[config.mk]
export PLATFORM = sky130hd
export DESIGN_NAME = fault_latch_and_thermal_guard
export DESIGN_NICKNAME = d
export VERILOG_FILES = /design/src/rtl/fault_guard_pkg.sv /design/src/rtl/pulse_qualifier.sv /design/src/rtl/fault_latch_and_thermal_guard.sv
export VERILOG_INCLUDE_DIRS = /design/src /design/src/rtl
export SDC_FILE = /design/constraint.sdc
export NUM_CORES = 1
export LEC_CHECK = 0
export BUFFER_PORTS_ARGS = -buffer_cell sky130_fd_sc_hd__buf_4
export CAP_MARGIN = 5
export CORE_ASPECT_RATIO = 0.5
export CORE_MARGIN = 10
export CORE_UTILIZATION = 55
export CTS_BUF_LIST = sky130_fd_sc_hd__clkbuf_8 sky130_fd_sc_hd__clkbuf_16
export CTS_CLUSTER_DIAMETER = 60
export DETAILED_ROUTE_END_ITERATION = 7
export PLACE_DENSITY = 0.76
export SYNTH_ARGS = -nofsm -noshare
export SYNTH_HDL_FRONTEND = slang
export SYNTH_HIERARCHICAL = 1
export SYNTH_SLANG_ARGS = --single-unit
[constraint.sdc]
create_clock -name sys_clk_i -period 4.1 [get_ports sys_clk_i]
set_input_delay 0.205 -clock sys_clk_i [delete_from_list [all_inputs] [get_ports sys_clk_i]]
set_output_delay 0.205 -clock sys_clk_i [all_outputs]
set_load 0.05 [all_outputs]
[src/rtl/fault_guard_regs.svh]
`ifndef FAULT_GUARD_REGS_SVH
`define FAULT_GUARD_REGS_SVH

// Blanking window after each driver turn-off edge, in nanoseconds.
`define FG_BLANK_NS 1000
// Least high time of the trip comparator, in nanoseconds.
`define FG_MIN_PULSE_NS 600
// System clock period in nanoseconds.
`define FG_CLK_PERIOD_NS 4
// Blanking count in cycles; a least time, so it rounds up.
`define FG_BLANK_CYC ((`FG_BLANK_NS + `FG_CLK_PERIOD_NS - 1) / `FG_CLK_PERIOD_NS)
// Pulse qualification count in cycles, rounded up.
`define FG_PULSE_CYC ((`FG_MIN_PULSE_NS + `FG_CLK_PERIOD_NS - 1) / `FG_CLK_PERIOD_NS)
// Successive qualified cycles needed before latching off.
`define FG_LATCH_COUNT 4
// Width of the timing counters.
`define FG_TMR_W 10

`endif

[src/rtl/fault_guard_pkg.sv]
package fault_guard_pkg;

    // Supervisory sequence states, Gray coded along the usual path.
    typedef enum logic [2:0] {
        ST_CHARGE = 3'b000,
        ST_RUN = 3'b001,
        ST_THERM_HOLD = 3'b011,
        ST_DISCHARGE = 3'b010,
        ST_LATCHED = 3'b110
    } seq_state_t;

    // Counter of successive qualified switching cycles.
    typedef logic [2:0] event_cnt_t;

endpackage

[src/rtl/pulse_qualifier.sv]
`timescale 1ns/1ns
`include "fault_guard_regs.svh"

// Turns the synchronised trip comparator into one pulse per qualified event.
module pulse_qualifier
(
    input wire logic sys_clk_i,
    input wire logic rst_b_i,
    input wire logic drv_fall_i,
    input wire logic cmp_i,
    output logic event_o
);

    // Cycles since the last turn-off edge, saturating at the blank count.
    logic [`FG_TMR_W-1:0] blank_ff;
    logic [`FG_TMR_W-1:0] nxt_blank;
    // Cycles the comparator has been high after blanking.
    logic [`FG_TMR_W-1:0] high_ff;
    logic [`FG_TMR_W-1:0] nxt_high;
    // Keeps one event per assertion of the comparator.
    logic done_ff;
    logic nxt_done;
    logic event_ff;
    logic nxt_event;

    localparam logic [`FG_TMR_W-1:0] BLANK_CYC = `FG_TMR_W'(`FG_BLANK_CYC);
    localparam logic [`FG_TMR_W-1:0] PULSE_CYC = `FG_TMR_W'(`FG_PULSE_CYC);

    ////////////////////////////////////////////////////////////////////////
    // The comparator is ignored until the blank window ends, so leakage
    // ringing at turn-off never starts the width count.
    always_comb
    begin
        nxt_blank = blank_ff;
        nxt_high = high_ff;
        nxt_done = done_ff;
        nxt_event = 1'b0;
        if (drv_fall_i)
        begin
            // A new off time restarts blanking.
            nxt_blank = '0;
            nxt_high = '0;
            nxt_done = 1'b0;
        end
        else if (blank_ff != BLANK_CYC)
        begin
            // Still blanking.
            nxt_blank = blank_ff + `FG_TMR_W'(1);
        end
        else if (!cmp_i)
        begin
            // Short assertions are dropped here.
            nxt_high = '0;
            nxt_done = 1'b0;
        end
        else if (!done_ff)
        begin
            // Above the 3 V reference; count its high time.
            nxt_high = high_ff + `FG_TMR_W'(1);
            if (nxt_high == PULSE_CYC)
            begin
                nxt_event = 1'b1;
                nxt_done = 1'b1;
            end
        end
    end

    // Registers only.
    always_ff @(posedge sys_clk_i or negedge rst_b_i)
    begin
        if (!rst_b_i)
        begin
            blank_ff <= '0;
            high_ff <= '0;
            done_ff <= 1'b0;
            event_ff <= 1'b0;
        end
        else
        begin
            blank_ff <= nxt_blank;
            high_ff <= nxt_high;
            done_ff <= nxt_done;
            event_ff <= nxt_event;
        end
    end

    assign event_o = event_ff;

endmodule // pulse_qualifier

[src/rtl/fault_latch_and_thermal_guard.sv]
// Contract
// Trip candidate when pin exceeds 3 V.
// Ignore comparator 1 us after turn-off.
// Valid only if high at least 600 ns.
// Latch after four successive qualified cycles.
// Clean cycle clears the successive counter.
// Latched: no pulses, supply held at bias.
// Latch clears on mains loss or supply below 4 V. Code clears it on supply below 4 V only.
// Thermal trip while running stops pulses at once.
// After running thermal trip, discharge supply fully.
// Thermal trip elsewhere only pauses the sequence.
// Restart charges supply, runs above brown-out only.
`timescale 1ns/1ns
`include "fault_guard_regs.svh"

module fault_latch_and_thermal_guard
(
    input wire logic sys_clk_i,
    input wire logic rst_b_i,
    input wire logic overvoltage_trip_i,
    input wire logic thermal_shutdown_i,
    input wire logic supply_turn_on_level_i,
    input wire logic supply_turn_off_level_i,
    input wire logic supply_below_4v_i,
    input wire logic line_above_brownout_i,
    input wire logic drv_fall_i,
    input wire logic cycle_start_i,
    output logic drive_enable_o,
    output logic supply_hold_level_o,
    output logic hv_startup_on_o,
    output logic line_cap_discharge_switch_o,
    output logic latched_o
);
    import fault_guard_pkg::*;

    ////////////////////////////////////////////////////////////////////////
    // Two-flop synchronisers for the analog comparator levels.
    logic [5:0] sync1_ff;
    logic [5:0] sync2_ff;
    logic [5:0] raw_in;

    assign raw_in = {overvoltage_trip_i, thermal_shutdown_i,
                     supply_turn_on_level_i, supply_turn_off_level_i,
                     supply_below_4v_i, line_above_brownout_i};

    // Only the second stage is read by logic.
    always_ff @(posedge sys_clk_i or negedge rst_b_i)
    begin
        if (!rst_b_i)
        begin
            sync1_ff <= 6'h00;
            sync2_ff <= 6'h00;
        end
        else
        begin
            sync1_ff <= raw_in;
            sync2_ff <= sync1_ff;
        end
    end

    logic trip_s;
    logic hot_s;
    logic vcc_on_s;
    logic vcc_off_s;
    logic vcc_low_s;
    logic bo_ok_s;

    assign trip_s = sync2_ff[5];
    assign hot_s = sync2_ff[4];
    assign vcc_on_s = sync2_ff[3];
    assign vcc_off_s = sync2_ff[2];
    assign vcc_low_s = sync2_ff[1];
    assign bo_ok_s = sync2_ff[0];

    ////////////////////////////////////////////////////////////////////////
    // Blanking and width qualification of the trip comparator.
    logic event_pulse;

    pulse_qualifier u_qual
    (
        .sys_clk_i(sys_clk_i),
        .rst_b_i(rst_b_i),
        .drv_fall_i(drv_fall_i),
        .cmp_i(trip_s),
        .event_o(event_pulse)
    );

    ////////////////////////////////////////////////////////////////////////
    // Successive-event counting and the sequence state machine.
    seq_state_t state_ff;
    seq_state_t nxt_state;
    // Number of successive switching cycles with a qualified event.
    event_cnt_t cnt_ff;
    event_cnt_t nxt_cnt;
    // A qualified event was seen in the current switching cycle.
    logic seen_ff;
    logic nxt_seen;
    // Thermal trip came while running; restart needs a discharge.
    logic therm_run_ff;
    logic nxt_therm_run;

    localparam event_cnt_t LATCH_CNT = 3'(`FG_LATCH_COUNT);

    // The event counter only counts at cycle boundaries, so a single
    // noisy cycle never reaches the latch; the cost is one cycle of delay.
    always_comb
    begin
        nxt_state = state_ff;
        nxt_cnt = cnt_ff;
        nxt_seen = seen_ff;
        nxt_therm_run = therm_run_ff;
        if (cycle_start_i)
        begin
            // A boundary consumes the flag. An event on this same edge is
            // counted below, so carrying it on would count it twice.
            nxt_seen = 1'b0;
        end
        else if (event_pulse)
        begin
            nxt_seen = 1'b1;
        end
        if (cycle_start_i && state_ff == ST_RUN)
        begin
            if (seen_ff || event_pulse)
            begin
                nxt_cnt = cnt_ff + 3'(1);
            end
            else
            begin
                nxt_cnt = '0;
            end
        end
        case (state_ff)
            ST_CHARGE:
            begin
                // Pauses while hot, resumes when cool.
                if (!hot_s && vcc_on_s && bo_ok_s)
                begin
                    nxt_state = ST_RUN;
                    nxt_cnt = '0;
                end
            end
            ST_RUN:
            begin
                if (nxt_cnt >= LATCH_CNT)
                begin
                    nxt_state = ST_LATCHED;
                end
                else if (hot_s && vcc_off_s)
                begin
                    nxt_state = ST_THERM_HOLD;
                    nxt_therm_run = 1'b1;
                end
                else if (!vcc_off_s)
                begin
                    // Undervoltage: recharge.
                    nxt_state = ST_CHARGE;
                end
            end
            ST_THERM_HOLD:
            begin
                if (!hot_s)
                begin
                    nxt_state = ST_DISCHARGE;
                end
            end
            ST_DISCHARGE:
            begin
                // Discharge pauses while hot.
                if (!hot_s && vcc_low_s)
                begin
                    nxt_state = ST_CHARGE;
                    nxt_therm_run = 1'b0;
                end
            end
            ST_LATCHED:
            begin
                // Only an external pull below 4 V or power loss releases.
                if (vcc_low_s)
                begin
                    nxt_state = ST_CHARGE;
                    nxt_cnt = '0;
                end
            end
            default:
            begin
                nxt_state = ST_CHARGE;
            end
        endcase
    end

    // Registers only.
    always_ff @(posedge sys_clk_i or negedge rst_b_i)
    begin
        if (!rst_b_i)
        begin
            state_ff <= ST_CHARGE;
            cnt_ff <= '0;
            seen_ff <= 1'b0;
            therm_run_ff <= 1'b0;
        end
        else
        begin
            state_ff <= nxt_state;
            cnt_ff <= nxt_cnt;
            seen_ff <= nxt_seen;
            therm_run_ff <= nxt_therm_run;
        end
    end

    ////////////////////////////////////////////////////////////////////////
    // Registered outputs decoded from the next state.
    logic drive_ff;
    logic hold_ff;
    logic hv_ff;
    logic dis_ff;
    logic latch_ff;

    // Outputs follow the next state so they change with the state itself.
    always_ff @(posedge sys_clk_i or negedge rst_b_i)
    begin
        if (!rst_b_i)
        begin
            drive_ff <= 1'b0;
            hold_ff <= 1'b0;
            hv_ff <= 1'b0;
            dis_ff <= 1'b0;
            latch_ff <= 1'b0;
        end
        else
        begin
            drive_ff <= (nxt_state == ST_RUN);
            hold_ff <= (nxt_state == ST_LATCHED);
            hv_ff <= (nxt_state == ST_CHARGE) && !hot_s;
            dis_ff <= (nxt_state == ST_DISCHARGE) && !hot_s;
            latch_ff <= (nxt_state == ST_LATCHED);
        end
    end

    assign drive_enable_o = drive_ff;
    assign supply_hold_level_o = hold_ff;
    assign hv_startup_on_o = hv_ff;
    assign line_cap_discharge_switch_o = dis_ff;
    assign latched_o = latch_ff;

endmodule // fault_latch_and_thermal_guard

-- After elaboration in Yosys (flattened, before gate mapping)
Cells that the tools add are included.
- add/sub/neg operators: 3
- order comparisons: 1
- equality and inequality tests: 11
- multiplexer cells: 30
- reductions and logical operators: 14
- operators with widths (cell ; count):
    10-bit two-way mux ; 6
    3-bit two-way mux ; 11
    10-bit by 1-bit adder with 10-bit output, second input constant ; 2
    3-bit case mux with 5 select lines ; 1
    1-bit two-way mux ; 11
    10-bit by 8-bit equality test with 1-bit output, second input constant ; 1
    10-bit by 8-bit inequality test with 1-bit output, second input constant ; 1
    3-bit by 2-bit equality test with 1-bit output, second input constant ; 3
    1-bit logical AND ; 7
    3-bit by 1-bit equality test with 1-bit output, second input constant ; 2
    3-bit equality test, second input constant ; 2
    3-bit logical NOT ; 2
    3-bit case mux with 2 select lines ; 1
    2-bit nonzero test ; 2
    3-bit by 1-bit adder with 3-bit output, second input constant ; 1
    3-bit greater-or-equal comparator, second input constant ; 1
    3-bit inequality test, second input constant ; 1
    2-bit inequality test, second input constant ; 1
    2-bit AND reduction ; 1
    1-bit logical NOT ; 1
    1-bit logical OR ; 1
- flip-flop bits (word level): 45
- output and inout port bits: 5

-- Logic depth before layout (Yosys ltp)
Gate-level depths: netlist of the first run.
- word-level depth: 8
- gate-level depth with buffers: 7

-- By module
The synthesis of the first run kept the hierarchy.
- by module, submodules not included (module ; times used ; cells an instance ; area each (um^2) ; sequential area each (um^2)):
    pulse_qualifier ; 1 ; 133 ; 1261.2 ; 550.5
    fault_latch_and_thermal_guard ; 1 ; 70 ; 867.1 ; 575.6

-- Worst setup path before layout of the first run
No wires, ideal clock.
- kind: register to register
- from: register u_qual.high_ff[0]
- to: register u_qual.done_ff
- library setup time: 0.095 ns
- arrival: 1.631 ns
- required time: 4.005 ns
- setup slack: 2.373 ns
- cell stages (with the launch flop): 7
- buffers on the path: 0
- clock period less this slack: 1.727 ns
- cells stage by stage: dfrtp_1 -> ha_1 -> nand4_4 -> mux2_4 -> nor4_2 -> nor3_1 -> o31ai_1
- cells in the longest elaborated chain, start to end: 7
- RTL lines (item ; line ; RTL):
    from (decl) ; pulse_qualifier.sv:18 ; logic [`FG_TMR_W-1:0] high_ff;
    from (signal assigned) ; pulse_qualifier.sv:81 ; high_ff <= nxt_high;
    10-bit by 1-bit adder with 10-bit output ; pulse_qualifier.sv:59 ; nxt_high = high_ff + `FG_TMR_W'(1);
    10-bit by 8-bit equality test with 1-bit output ; pulse_qualifier.sv:60 ; if (nxt_high == PULSE_CYC)
    1-bit two-way mux ; pulse_qualifier.sv:60 ;
    1-bit two-way mux ; pulse_qualifier.sv:56 ; else if (!done_ff)
    1-bit two-way mux ; pulse_qualifier.sv:50 ; else if (!cmp_i)
    1-bit two-way mux ; pulse_qualifier.sv:45 ; else if (blank_ff != BLANK_CYC)
    1-bit two-way mux ; pulse_qualifier.sv:38 ; if (drv_fall_i)
    to (signal assigned) ; pulse_qualifier.sv:82 ; done_ff <= nxt_done;
    to (decl) ; pulse_qualifier.sv:21 ; logic done_ff;
No other way between the ends. The select of a mux whose other input is x is not followed.
A chain may end at the register's enable or synchronous reset.

-- Worst setup path after layout of the first run
- from: register u_qual.high_ff[0]
- to: register u_qual.event_ff (netlist: u_qual/event_o)
- cells in the longest elaborated chain, start to end: 7
- RTL lines (item ; line ; RTL):
    10-bit by 1-bit adder with 10-bit output ; pulse_qualifier.sv:59 ;
    10-bit by 8-bit equality test with 1-bit output ; pulse_qualifier.sv:60 ;
    1-bit two-way mux ; pulse_qualifier.sv:60 ;
    1-bit two-way mux ; pulse_qualifier.sv:56 ;
    1-bit two-way mux ; pulse_qualifier.sv:50 ;
    1-bit two-way mux ; pulse_qualifier.sv:45 ;
    1-bit two-way mux ; pulse_qualifier.sv:38 ;
    via u_qual.nxt_event ; pulse_qualifier.sv:24 ; logic nxt_event;
    to (signal assigned) ; pulse_qualifier.sv:83 ; event_ff <= nxt_event;
    to (decl) ; pulse_qualifier.sv:23 ; logic event_ff;
The timed path passes the listed nets, and every way through them passes these cells.

==> results.py, run 1 <==
metrics = {
    "clock_tree": {
        "cts_resized": 0,
        "clk_path_buf_depth": 2,
        "clock_latency_on_the_worst_skew_pair_ns": 0.29,
        "cts-buffers-inserted": 5,
        "worst_setup_hold_path_clk_slew_ns": 0.08,
        "post_cts_setup_inserts": 0,
        "cts_tree": "done",
        "ctsRootBufferMaster": "sky130_fd_sc_hd__clkbuf_8",
        "tritoncts_num_sinks": 45,
        "htreeDepth": 2,
    },
    "floorplan": {
        "die_w_um": 108,
        "std_cell_rows": 15,
        "design.core.area_um2": 3570,
        "initial_core_util": 0.597,
        "chipHeight_um": 64.0,
        "design.portCount": 15,
        "die-area_um2": 6910,
    },
    "sta": {
        "max_freq_mhz": 528,
        "worst_clock_skew_ns": 0.00574,
        "timing_worst_slew_pin_value_ns": 0.865,
        "slew_viol_final": 0,
        "fin_crit_ns": 1.89,
        "timing_hold_violations_final": 0,
        "layout_setup_ws_ns": 2.21,
        "post-route-period-util": 0.462,
        "timing.max_slew.rel_slack": 0.416,
        "setup_viol_count_final": 0,
        "timing.setup.tns_ns": 0,
        "grt_setup_unrepaired": "false",
    },
    "pwr": {
        "peakVddDrop_v": 0.000217,
        "p_leak_nw": 1.06,
        "sw_ratio": 0.246,
        "power.sequential.fraction": 0.520,
        "power.internal_mw": 0.706,
        "switching_power_mw": 0.231,
        "combPwrFrac": 0.123,
        "clock_power_share": 0.357,
        "power.density_cell_area_nw_per_um2": 389,
    },
    "yosys": {
        "syn_area_per_cell_um2": 10.5,
        "asyncSetResetFlopFracSynth": 1.00,
        "yosysUniqueCellTypes": 48,
        "synthesis.nets": 218,
        "synthesis.area_um2": 2130,
        "synth_ff_type": "sky130_fd_sc_hd__dfrtp_1",
        "seq_area_frac_synth": 0.529,
        "ys_warn_count": 6,
        "synth_edf_count": 0,
        "synth.ff_latch_count": 45,
        "syn_inst": 203,
    },
    "placement": {
        "input_output_buffers": 14,
        "dp_hpwl_um": 2650,
        "gp_routability_congestion": 0.840,
        "place_ws_ns": 2.21,
    },
    "detailed_routing": {
        "drt_first_pass_iters": 4,
        "dr.first_iter.drc_count": 82,
        "drt_wl_total_um": 3840,
        "dr_total_vias": 1571,
        "drtAntennaViolNets": 0,
        "drt_drc_violations_left": 0,
        "avgViaCountPerCell": 5.75,
        "wl_per_cell_um": 14.1,
    },
    "setup_path": {
        "critPathKind": "flop to flop",
        "critical_path_required_ns": 4.29,
        "worst-r2r-cell-count": 6,
        "worst_setup_path_end_kind": "flop",
        "crit_fanout": 7,
        "critical_path.startpoint_type": "flop",
        "worst_ep_arrival_time_ns": 2.08,
    },
    "finish": {
        "commonest_non_fill_non_tap_cell_in_the_layout": "sky130_fd_sc_hd__dfrtp_1",
        "sequential_cell_area_um2": 1130,
        "area.growth.synth_to_final_pct": 13.2,
        "layout_cell_share_with_drive_strength_beyond_1": 0.135,
        "layout.nets": 236,
        "fill_cells": 285,
        "antenna_cells": 0,
        "layout.cells.most_common_list": "sky130_fd_sc_hd__dfrtp_1 (45), sky130_fd_sc_hd__nor2_1 (19), sky130_fd_sc_hd__nand2_1 (15)",
        "multi_input_area_um2": 963,
    },
    "global_route": {
        "grt_first_pass_wirelength_um": 6690,
        "antenna_found_initial": 0,
        "groute.usage.overall": 0.118,
        "grt_overflow_total": 0,
        "first_global_vias": 1553,
        "largest_net_degree_at_the_start_of_global_routing": 46,
    },
    "run_status": {
        "run_status": "finished clean",
    },
    "run": {
        "max_cap_violations": 0,
    },
    "hold_path": {
        "hp-class": "input port to flop",
        "worst_hold_path.num_cells": 1,
    },
}
-- Yosys cell counts, types with 3 or more instances --
master                     number  share of area
sky130_fd_sc_hd__a211o_1        3          0.012
sky130_fd_sc_hd__a21oi_1       13          0.031
sky130_fd_sc_hd__clkbuf_1       3         0.0053
sky130_fd_sc_hd__dfrtp_1       45           0.53
sky130_fd_sc_hd__ha_1           5          0.029
sky130_fd_sc_hd__inv_1          4         0.0071
sky130_fd_sc_hd__nand2_1       15          0.026
sky130_fd_sc_hd__nand2b_1       7          0.021
sky130_fd_sc_hd__nand3_1       12          0.028
sky130_fd_sc_hd__nand4_1        4          0.012
sky130_fd_sc_hd__nor2_1        19          0.034
sky130_fd_sc_hd__nor3_1         5          0.012
sky130_fd_sc_hd__nor3b_1        4          0.014
sky130_fd_sc_hd__nor4_1         3         0.0088
sky130_fd_sc_hd__o21ai_0        7          0.016
sky130_fd_sc_hd__o21ai_1        8          0.019
sky130_fd_sc_hd__o31ai_1        3          0.011
sky130_fd_sc_hd__xor2_1         6          0.025
-- cell type report --
| cell class | instances | area share |
|---|---|---|
| Clock inverter | 2 | 0.0140 |
| Multi-Input combinational cell | 149 | 0.400 |
| Inverter | 4 | 0.00623 |
| Clock buffer | 6 | 0.0343 |
| Sequential cell | 45 | 0.467 |
| Tap cell | 51 | 0.0265 |
| Timing Repair Buffer | 16 | 0.0519 |
-- registers in the layout (all words and copies together) (netlist names) --
| signal | flops |
|---|---|
| u_qual/high_ff | 10 |
| sync1_ff | 6 |
| u_qual/done_ff | 1 |
| line_cap_discharge_switch_o | 1 |
| u_qual/event_o | 1 |
| seen_ff | 1 |
| drive_enable_o | 1 |
| cnt_ff | 3 |
| hv_startup_on_o | 1 |
| u_qual/blank_ff | 10 |
| state_ff | 3 |
| latched_o | 1 |
| sync2_ff | 6 |
-- path summary, 6_finish.rpt --
kind,slack (ns),to,start
worst max register to register,2.21,u_qual/event_o$_DFF_PN0_,u_qual/high_ff[0]$_DFFE_PN0P_
max in group asynchronous,3.30,latched_o$_DFF_PN0_,rst_b_i
worst max-delay path,2.21,u_qual/event_o$_DFF_PN0_,u_qual/high_ff[0]$_DFFE_PN0P_
worst min register to register,0.35,sync2_ff[3]$_DFF_PN0_,sync1_ff[3]$_DFF_PN0_
min in group asynchronous,0.44,u_qual/blank_ff[0]$_DFFE_PN0P_,rst_b_i
worst min-delay path,0.02,sync1_ff[2]$_DFF_PN0_,supply_turn_off_level_i
-- metrics by stage --
step / hold WS, ns / utilization / area [um^2] / total power [mW] / std cells
floorplan: -0.0906 / - / 2130 / 0.565 / 203
global placement: 0.223 / 0.638 / 2270 / 0.605 / 263
detailed placement: 0.229 / 0.638 / 2270 / 0.609 / 263
CTS: 0.00324 / 0.673 / 2400 / 0.947 / 272
global route: 0.00144 / 0.676 / 2410 / 0.978 / 273
finish: 0.0163 / 0.676 / 2410 / 0.937 / 273
-- metal layers --
layer	up-vias	wire [um]	share of wire	track usage
li1	770	-	-	-
met4	0	54	0.014	0.0497
met2	25	1840	0.48	0.198
met5	-	0	0	0
met1	769	1800	0.47	0.134
met3	7	154	0.040	0.0430
-- what timing repair did --
| item | in CTS | in global routing |
|---|---|---|
| hold buffers | 1 | 1 |
| endpoints found under the hold margin | 45 | 1 |
| setup endpoints to repair | 0 | 0 |
-- cells by family after synthesis --
group                      after synthesis  share of synthesized area
buffers and inverters                    9                     0.0182
xor gates and xnor gates                 8                     0.0329
muxes                                    2                     0.0118
DFF                                     45                      0.529
adders and majority gates                5                     0.0294
and+or+nand+nor                         92                      0.257
AOI/OAI and AO/OA                       42                      0.121
-- critical path, stage by stage (launching register included) --
cell,delay (ns)
sky130_fd_sc_hd__dfrtp_1,0.45
sky130_fd_sc_hd__ha_1,0.30
sky130_fd_sc_hd__nand4_4,0.15
sky130_fd_sc_hd__mux2_4,0.33
sky130_fd_sc_hd__nor4_2,0.20
sky130_fd_sc_hd__nor3_1,0.10
sky130_fd_sc_hd__nor3_1,0.25
-- power by group through the flow --
stage	combinational, mW	clock, mW	sequential [mW]
final	0.115	0.335	0.487
after global routing	0.125	0.362	0.491
after CTS	0.115	0.344	0.487
after detailed placement	0.114	0	0.496
after global placement	0.111	0	0.494
after floorplan	0.0489	0	0.516
No activity file was read; power rests on OpenSTA's default activity.
==> inputs of run 2 (changes only) <==
- clock period: 4.1 -> 1.8 ns (I/O delays scaled with it)
==> results.py, run 2 (synthesis results as in run 1) <==
metrics = {
    "floorplan": {
        "die_w_um": 108,
        "design.core.area_um2": 3570,
        "die-area_um2": 6910,
        "design.portCount": 15,
        "initial_core_util": 0.597,
        "std_cell_rows": 15,
        "chipHeight_um": 64.0,
    },
    "global_route": {
        "global_route.usage.met1": 0.156,
        "largest_net_degree_at_the_start_of_global_routing": 46,
        "grt_overflow_total": 0,
        "groute.layer.met2.usage": 0.202,
        "groute.usage.overall": 0.127,
        "use_met3": 0.0420,
        "top_usage_layer": "met2",
        "grt_first_pass_wirelength_um": 7170,
        "first_global_vias": 1565,
        "antenna_found_initial": 0,
    },
    "setup_path": {
        "path_cells": "nor4b_4, a41oi_1, buf_4, o21ai_0, o21ai_1",
        "crit_slowest_cell": "sky130_fd_sc_hd__nor4b_4",
        "worst_ep_arrival_time_ns": 1.89,
        "crit_fanout": 10,
        "critical_path_required_ns": 1.97,
        "critical_path.startpoint_type": "flop",
        "regToRegSetupSlack_ns": 0.08,
        "path_delay_family": "compound AO/OA/AOI/OAI gates",
        "r2r_end": "u_qual/high_ff[7]$_DFFE_PN0P_",
        "slowest_delay_ns": 0.45,
        "reg2reg_from": "u_qual/blank_ff[8]$_DFFE_PN0P_",
        "critPathKind": "flop to flop",
        "critPathBufInv": 1,
        "timing.critical_path.depth": 5,
        "worst_setup_path_end_kind": "flop",
        "worst-r2r-cell-count": 5,
    },
    "finish": {
        "top_regs": "u_qual/blank_ff: 10 flops, u_qual/high_ff: 10 flops",
        "area.growth.synth_to_final_pct": 20.2,
        "layout_cell_share_with_drive_strength_beyond_1": 0.169,
        "antenna_cells": 0,
        "layout.cells.most_common_list": "sky130_fd_sc_hd__dfrtp_1 (45), sky130_fd_sc_hd__buf_4 (22), sky130_fd_sc_hd__nor2_1 (19)",
        "layout.nets": 250,
        "commonest_non_fill_non_tap_cell_in_the_layout": "sky130_fd_sc_hd__dfrtp_1",
    },
    "clock_tree": {
        "clk_path_buf_depth": 2,
        "tritoncts_num_sinks": 45,
        "cts_tree": "done",
        "worst_setup_hold_path_clk_slew_ns": 0.08,
        "ctsRootBufferMaster": "sky130_fd_sc_hd__clkbuf_8",
        "htreeDepth": 2,
        "clock_latency_on_the_worst_skew_pair_ns": 0.30,
        "cts-buffers-inserted": 5,
    },
    "sta": {
        "slew_viol_final": 0,
        "post-route-period-util": 0.956,
        "max_freq_mhz": 581,
        "timing.max_slew.rel_slack": 0.629,
        "timing_hold_violations_final": 0,
        "setup_viol_count_final": 0,
        "fin_crit_ns": 1.72,
        "timing.setup.tns_ns": 0,
        "timing_worst_slew_pin_value_ns": 0.557,
        "grt_setup_unrepaired": "false",
        "worst_clock_skew_ns": 0.00646,
        "layout_setup_ws_ns": 0.0793,
    },
    "placement": {
        "dp_hpwl_um": 2940,
        "gp_routability_congestion": 0.851,
        "place_ws_ns": 0.0298,
        "input_output_buffers": 14,
    },
    "run_status": {
        "run_status": "finished clean",
    },
    "pwr": {
        "combPwrFrac": 0.129,
        "peakVddDrop_v": 0.000487,
        "clock_power_share": 0.358,
        "power.internal_mw": 1.62,
        "power.sequential.fraction": 0.514,
        "sw_ratio": 0.250,
        "power.density_cell_area_nw_per_um2": 845,
        "switching_power_mw": 0.541,
        "p_leak_nw": 1.13,
    },
    "detailed_routing": {
        "drtAntennaViolNets": 0,
        "drt_wl_total_um": 4300,
        "wl_per_cell_um": 15.0,
        "avgViaCountPerCell": 5.78,
        "dr.first_iter.drc_count": 111,
        "drt_drc_violations_left": 0,
        "dr_total_vias": 1658,
        "drt_first_pass_iters": 4,
    },
    "hold_path": {
        "startpoint_of_the_tightest_hold_check_path": "drv_fall_i",
        "hold_end": "u_qual/blank_ff[5]$_DFFE_PN0P_",
        "hp-class": "input port to flop",
        "worst_hold_path.num_cells": 2,
    },
    "run": {
        "max_cap_violations": 0,
    },
}
## run 2: cell count changes in the layout (fill, tap and decap cells not counted), sizes merged
cell | before | now
dlygate4sd3 | 2 | 8
buf | 14 | 22
## run 2: what timing repair did
| item | in CTS | in global routing |
|---|---|---|
| setup buffers | 0 | 1 |
| setup endpoints to repair | 0 | 12 |
| hold buffers | 8 | 0 |
| hold endpoints to repair | 52 | 0 |
| gates resized for setup | 0 | 4 |
## run 2: per-layer routing
metal  up-vias  wire length (um)
met2        42              2090
met5         -                 0
met4         0                48
met3         5               193
met1       809              1960
li1        802                 -
## run 2: worst reg2reg max path, cell delays in order, from the launching register on
cell and delay [ns]:
sky130_fd_sc_hd__dfrtp_1 0.44, sky130_fd_sc_hd__nor4b_4 0.45, sky130_fd_sc_hd__a41oi_1 0.20, sky130_fd_sc_hd__buf_4 0.21
sky130_fd_sc_hd__o21ai_0 0.19, sky130_fd_sc_hd__o21ai_1 0.10
## run 2: cell type report
type | instances | area, um^2
Inverter | 4 | 15.0
Sequential cell | 45 | 1130
Fill cell | 261 | 1010
Tap cell | 51 | 63.8
Multi-Input combinational cell | 149 | 991
Timing Repair Buffer | 30 | 245
Clock buffer | 6 | 82.6
Clock inverter | 2 | 33.8
## run 2: power groups by stage
stage                     clock [mW]  sequential, mW  combinational [mW]
after floorplan                    0            1.18               0.111
after global placement             0            1.13               0.255
after detailed placement           0            1.13               0.262
after CTS                      0.795            1.11               0.277
after global routing           0.839            1.12               0.302
final                          0.773            1.11               0.278
## run 2: through the flow
| stage | instance area (um^2) | total power [mW] | instances | hold slack, ns | utilization |
|---|---|---|---|---|---|
| after CTS | 2520 | 2.18 | 286 | 0.0548 | 0.707 |
| after floorplan | 2130 | 1.29 | 203 | -0.206 | - |
| after global routing | 2560 | 2.26 | 287 | 0.0661 | 0.717 |
| after detailed placement | 2330 | 1.39 | 270 | 0.120 | 0.652 |
| final | 2560 | 2.16 | 287 | 0.0583 | 0.717 |
| after global placement | 2330 | 1.38 | 270 | 0.110 | 0.652 |
## run 2: worst max path at each step
stage,from,endpoint
floorplan,u_qual/high_ff[0]$_DFFE_PN0P_,u_qual/done_ff$_DFFE_PN0P_
global placement,u_qual/blank_ff[2]$_DFFE_PN0P_,u_qual/high_ff[5]$_DFFE_PN0P_
detailed placement,u_qual/blank_ff[2]$_DFFE_PN0P_,u_qual/high_ff[5]$_DFFE_PN0P_
CTS,u_qual/blank_ff[2]$_DFFE_PN0P_,u_qual/high_ff[5]$_DFFE_PN0P_
global route,u_qual/high_ff[0]$_DFFE_PN0P_,u_qual/done_ff$_DFFE_PN0P_
finish,u_qual/blank_ff[8]$_DFFE_PN0P_,u_qual/high_ff[7]$_DFFE_PN0P_
==> inputs of run 3 (changes only) <==
- SYNTH_HIERARCHICAL: 1 -> not set
==> results.py, run 3 <==
metrics = {
    "floorplan": {
        "std_cell_rows": 16,
        "design.core.area_um2": 3860,
        "die_w_um": 109,
        "chipHeight_um": 64.6,
        "initial_core_util": 0.566,
        "die-area_um2": 7050,
        "design.portCount": 15,
    },
    "run": {
        "max_cap_violations": 0,
    },
    "sta": {
        "max_freq_mhz": 546,
        "timing_hold_violations_final": 0,
        "fin_crit_ns": 1.83,
        "layout_setup_ws_ns": -0.0326,
        "grt_setup_unrepaired": "true",
        "slew_viol_final": 0,
        "timing.max_slew.rel_slack": 0.627,
        "timing_worst_slew_pin_value_ns": 0.560,
        "post-route-period-util": 1.02,
        "fin_hold_ws_ns": 0.0604,
        "setup_viol_count_final": 6,
        "worst_clock_skew_ns": 0.00753,
    },
    "hold_path": {
        "hp-class": "input port to flop",
    },
    "yosys": {
        "yosysUniqueCellTypes": 47,
        "synthesis.nets": 233,
        "synth_ff_type": "sky130_fd_sc_hd__dfrtp_1",
        "synth_top_cell_area_share": 0.515,
        "synth_edf_count": 0,
        "netlist_top_cells_count": "sky130_fd_sc_hd__dfrtp_1 (45), sky130_fd_sc_hd__nor2_1 (17), sky130_fd_sc_hd__o21ai_0 (14)",
        "synth_top_area_cell": "sky130_fd_sc_hd__dfrtp_1",
        "syn_area_per_cell_um2": 10.0,
        "ys_warn_count": 0,
        "asyncSetResetFlopFracSynth": 1.00,
        "yosysMostFrequentCell": "sky130_fd_sc_hd__dfrtp_1",
        "syn_inst": 218,
        "synth.area.top_cells": "sky130_fd_sc_hd__dfrtp_1 (52%), sky130_fd_sc_hd__o21ai_0 (3.2%), sky130_fd_sc_hd__nor2_1 (2.9%)",
        "synthesis.area_um2": 2190,
        "synth.ff_latch_count": 45,
        "seq_area_frac_synth": 0.515,
    },
    "global_route": {
        "largest_net_degree_at_the_start_of_global_routing": 46,
        "antenna_found_initial": 0,
        "first_global_vias": 1721,
        "grt_first_pass_wirelength_um": 8090,
        "groute.usage.overall": 0.142,
        "grt_overflow_total": 0,
    },
    "setup_path": {
        "worst_setup_path_end_kind": "flop",
        "worst_ep_arrival_time_ns": 2.08,
        "regToRegSetupSlack_ns": -0.03,
        "critical_path.startpoint_type": "flop",
        "critical_path_required_ns": 2.04,
        "crit_fanout": 6,
        "critPathKind": "flop to flop",
    },
    "pwr": {
        "power.density_cell_area_nw_per_um2": 778,
        "peakVddDrop_v": 0.000486,
        "p_leak_nw": 1.25,
        "design_power_total_mw": 2.15,
    },
    "detailed_routing": {
        "avgViaCountPerCell": 5.83,
        "drt_first_pass_iters": 4,
        "drtAntennaViolNets": 0,
        "drt_wl_total_um": 4840,
        "drt_drc_violations_left": 0,
        "dr_total_vias": 1818,
        "dr.first_iter.drc_count": 86,
        "wl_per_cell_um": 15.5,
    },
    "clock_tree": {
        "clk_path_buf_depth": 2,
        "tritoncts_num_sinks": 45,
        "cts-buffers-inserted": 5,
        "clock_latency_on_the_worst_skew_pair_ns": 0.30,
        "htreeDepth": 2,
        "cts_tree": "done",
        "worst_setup_hold_path_clk_slew_ns": 0.09,
        "ctsRootBufferMaster": "sky130_fd_sc_hd__clkbuf_8",
    },
    "placement": {
        "placement.cell_area_um2": 2440,
        "input_output_buffers": 14,
        "dp_cells": 291,
        "gp_routability_congestion": 0.957,
        "dp_hpwl_um": 3160,
    },
    "run_status": {
        "run_status": "finished with violations",
        "failing_checks": "setup timing",
    },
    "finish": {
        "layout.cells.most_common_list": "sky130_fd_sc_hd__dfrtp_1 (45), sky130_fd_sc_hd__buf_4 (36), sky130_fd_sc_hd__nor2_1 (17)",
        "fraction_of_the_core_area_covered_by_cells_at_the_end_of_the_flow": 0.715,
        "commonest_non_fill_non_tap_cell_in_the_layout": "sky130_fd_sc_hd__dfrtp_1",
        "top_regs": "u_qual.blank_ff: 10 flops, u_qual.high_ff: 10 flops",
        "final-instance-count-excl-fill": 312,
        "layout.nets": 272,
        "area.growth.synth_to_final_pct": 26.4,
        "layout_cell_share_with_drive_strength_beyond_1": 0.248,
        "design_area_um2": 2760,
        "antenna_cells": 0,
    },
}
[run 3: cell type report]
cell class,instances,area (um^2)
clock buffer,5,68.8
sequential,45,1130
clock inverter,3,42.5
timing repair buffer,44,350
multi-input combinational,151,1070
inverter,10,37.5
fill,268,1100
tap,54,67.6
[run 3: cell families (layout without fill, tap and decap cells)]
group                    after synthesis  in the layout  share of synthesized area
XOR/XNOR                               8              8                     0.0321
buffers and inverters                 22             62                     0.0401
AO/OA/AOI/OAI                         52             52                      0.159
adder cells (fa/ha/maj)                5              5                     0.0286
AND/OR/NAND/NOR                       86             86                      0.225
flip-flops                            45             45                      0.515
[run 3: timing repair]
item | CTS | global route
endpoints found under the setup margin | 5 | 10
endpoints found under the hold margin | 52 | 0
pin swaps | 1 | 4
setup buffers | 1 | 4
hold buffers | 8 | 0
resized for setup | 2 | 19
[run 3: critical path, stage by stage (launching register included)]
cell and delay, ns:
sky130_fd_sc_hd__dfrtp_1 0.44, sky130_fd_sc_hd__ha_1 0.27, sky130_fd_sc_hd__and4_1 0.24, sky130_fd_sc_hd__o311a_1 0.37, sky130_fd_sc_hd__nor4_1 0.31, sky130_fd_sc_hd__buf_4 0.16
[run 3: power by group]
| part | internal (mW) | switching, mW |
|---|---|---|
| clock | 0.411 | 0.350 |
| sequential | 1.06 | 0.0509 |
| combinational | 0.112 | 0.164 |
| total | 1.58 | 0.565 |
[run 3: layer usage]
layer  wire, um  track usage
met1       2100        0.178
met2       2390        0.229
met3        307       0.0513
met4         35       0.0359
met5          0            0
[run 3: final timing paths]
path,from,endpoint,cells past startpoint
min in group asynchronous,rst_b_i,u_qual.high_ff[0]$_DFFE_PN0P_,2
min,drv_fall_i,u_qual.blank_ff[2]$_DFFE_PN0P_,2
min reg2reg,sync1_ff[1]$_DFF_PN0_,sync2_ff[1]$_DFF_PN0_,0
max reg2reg,u_qual.high_ff[0]$_DFFE_PN0P_,u_qual.event_o$_DFF_PN0_,5
max in group asynchronous,rst_b_i,u_qual.blank_ff[0]$_DFFE_PN0P_,2
max,u_qual.high_ff[0]$_DFFE_PN0P_,u_qual.event_o$_DFF_PN0_,5
[run 3: metrics by stage]
stage / setup TNS (ns) / setup WS, ns
floorplan: -0.0390 / -0.0130
global placement: 0 / 0.0264
detailed placement: -0.124 / -0.0510
CTS: 0 / 0.00167
global route: -0.635 / -0.0991
finish: -0.110 / -0.0326
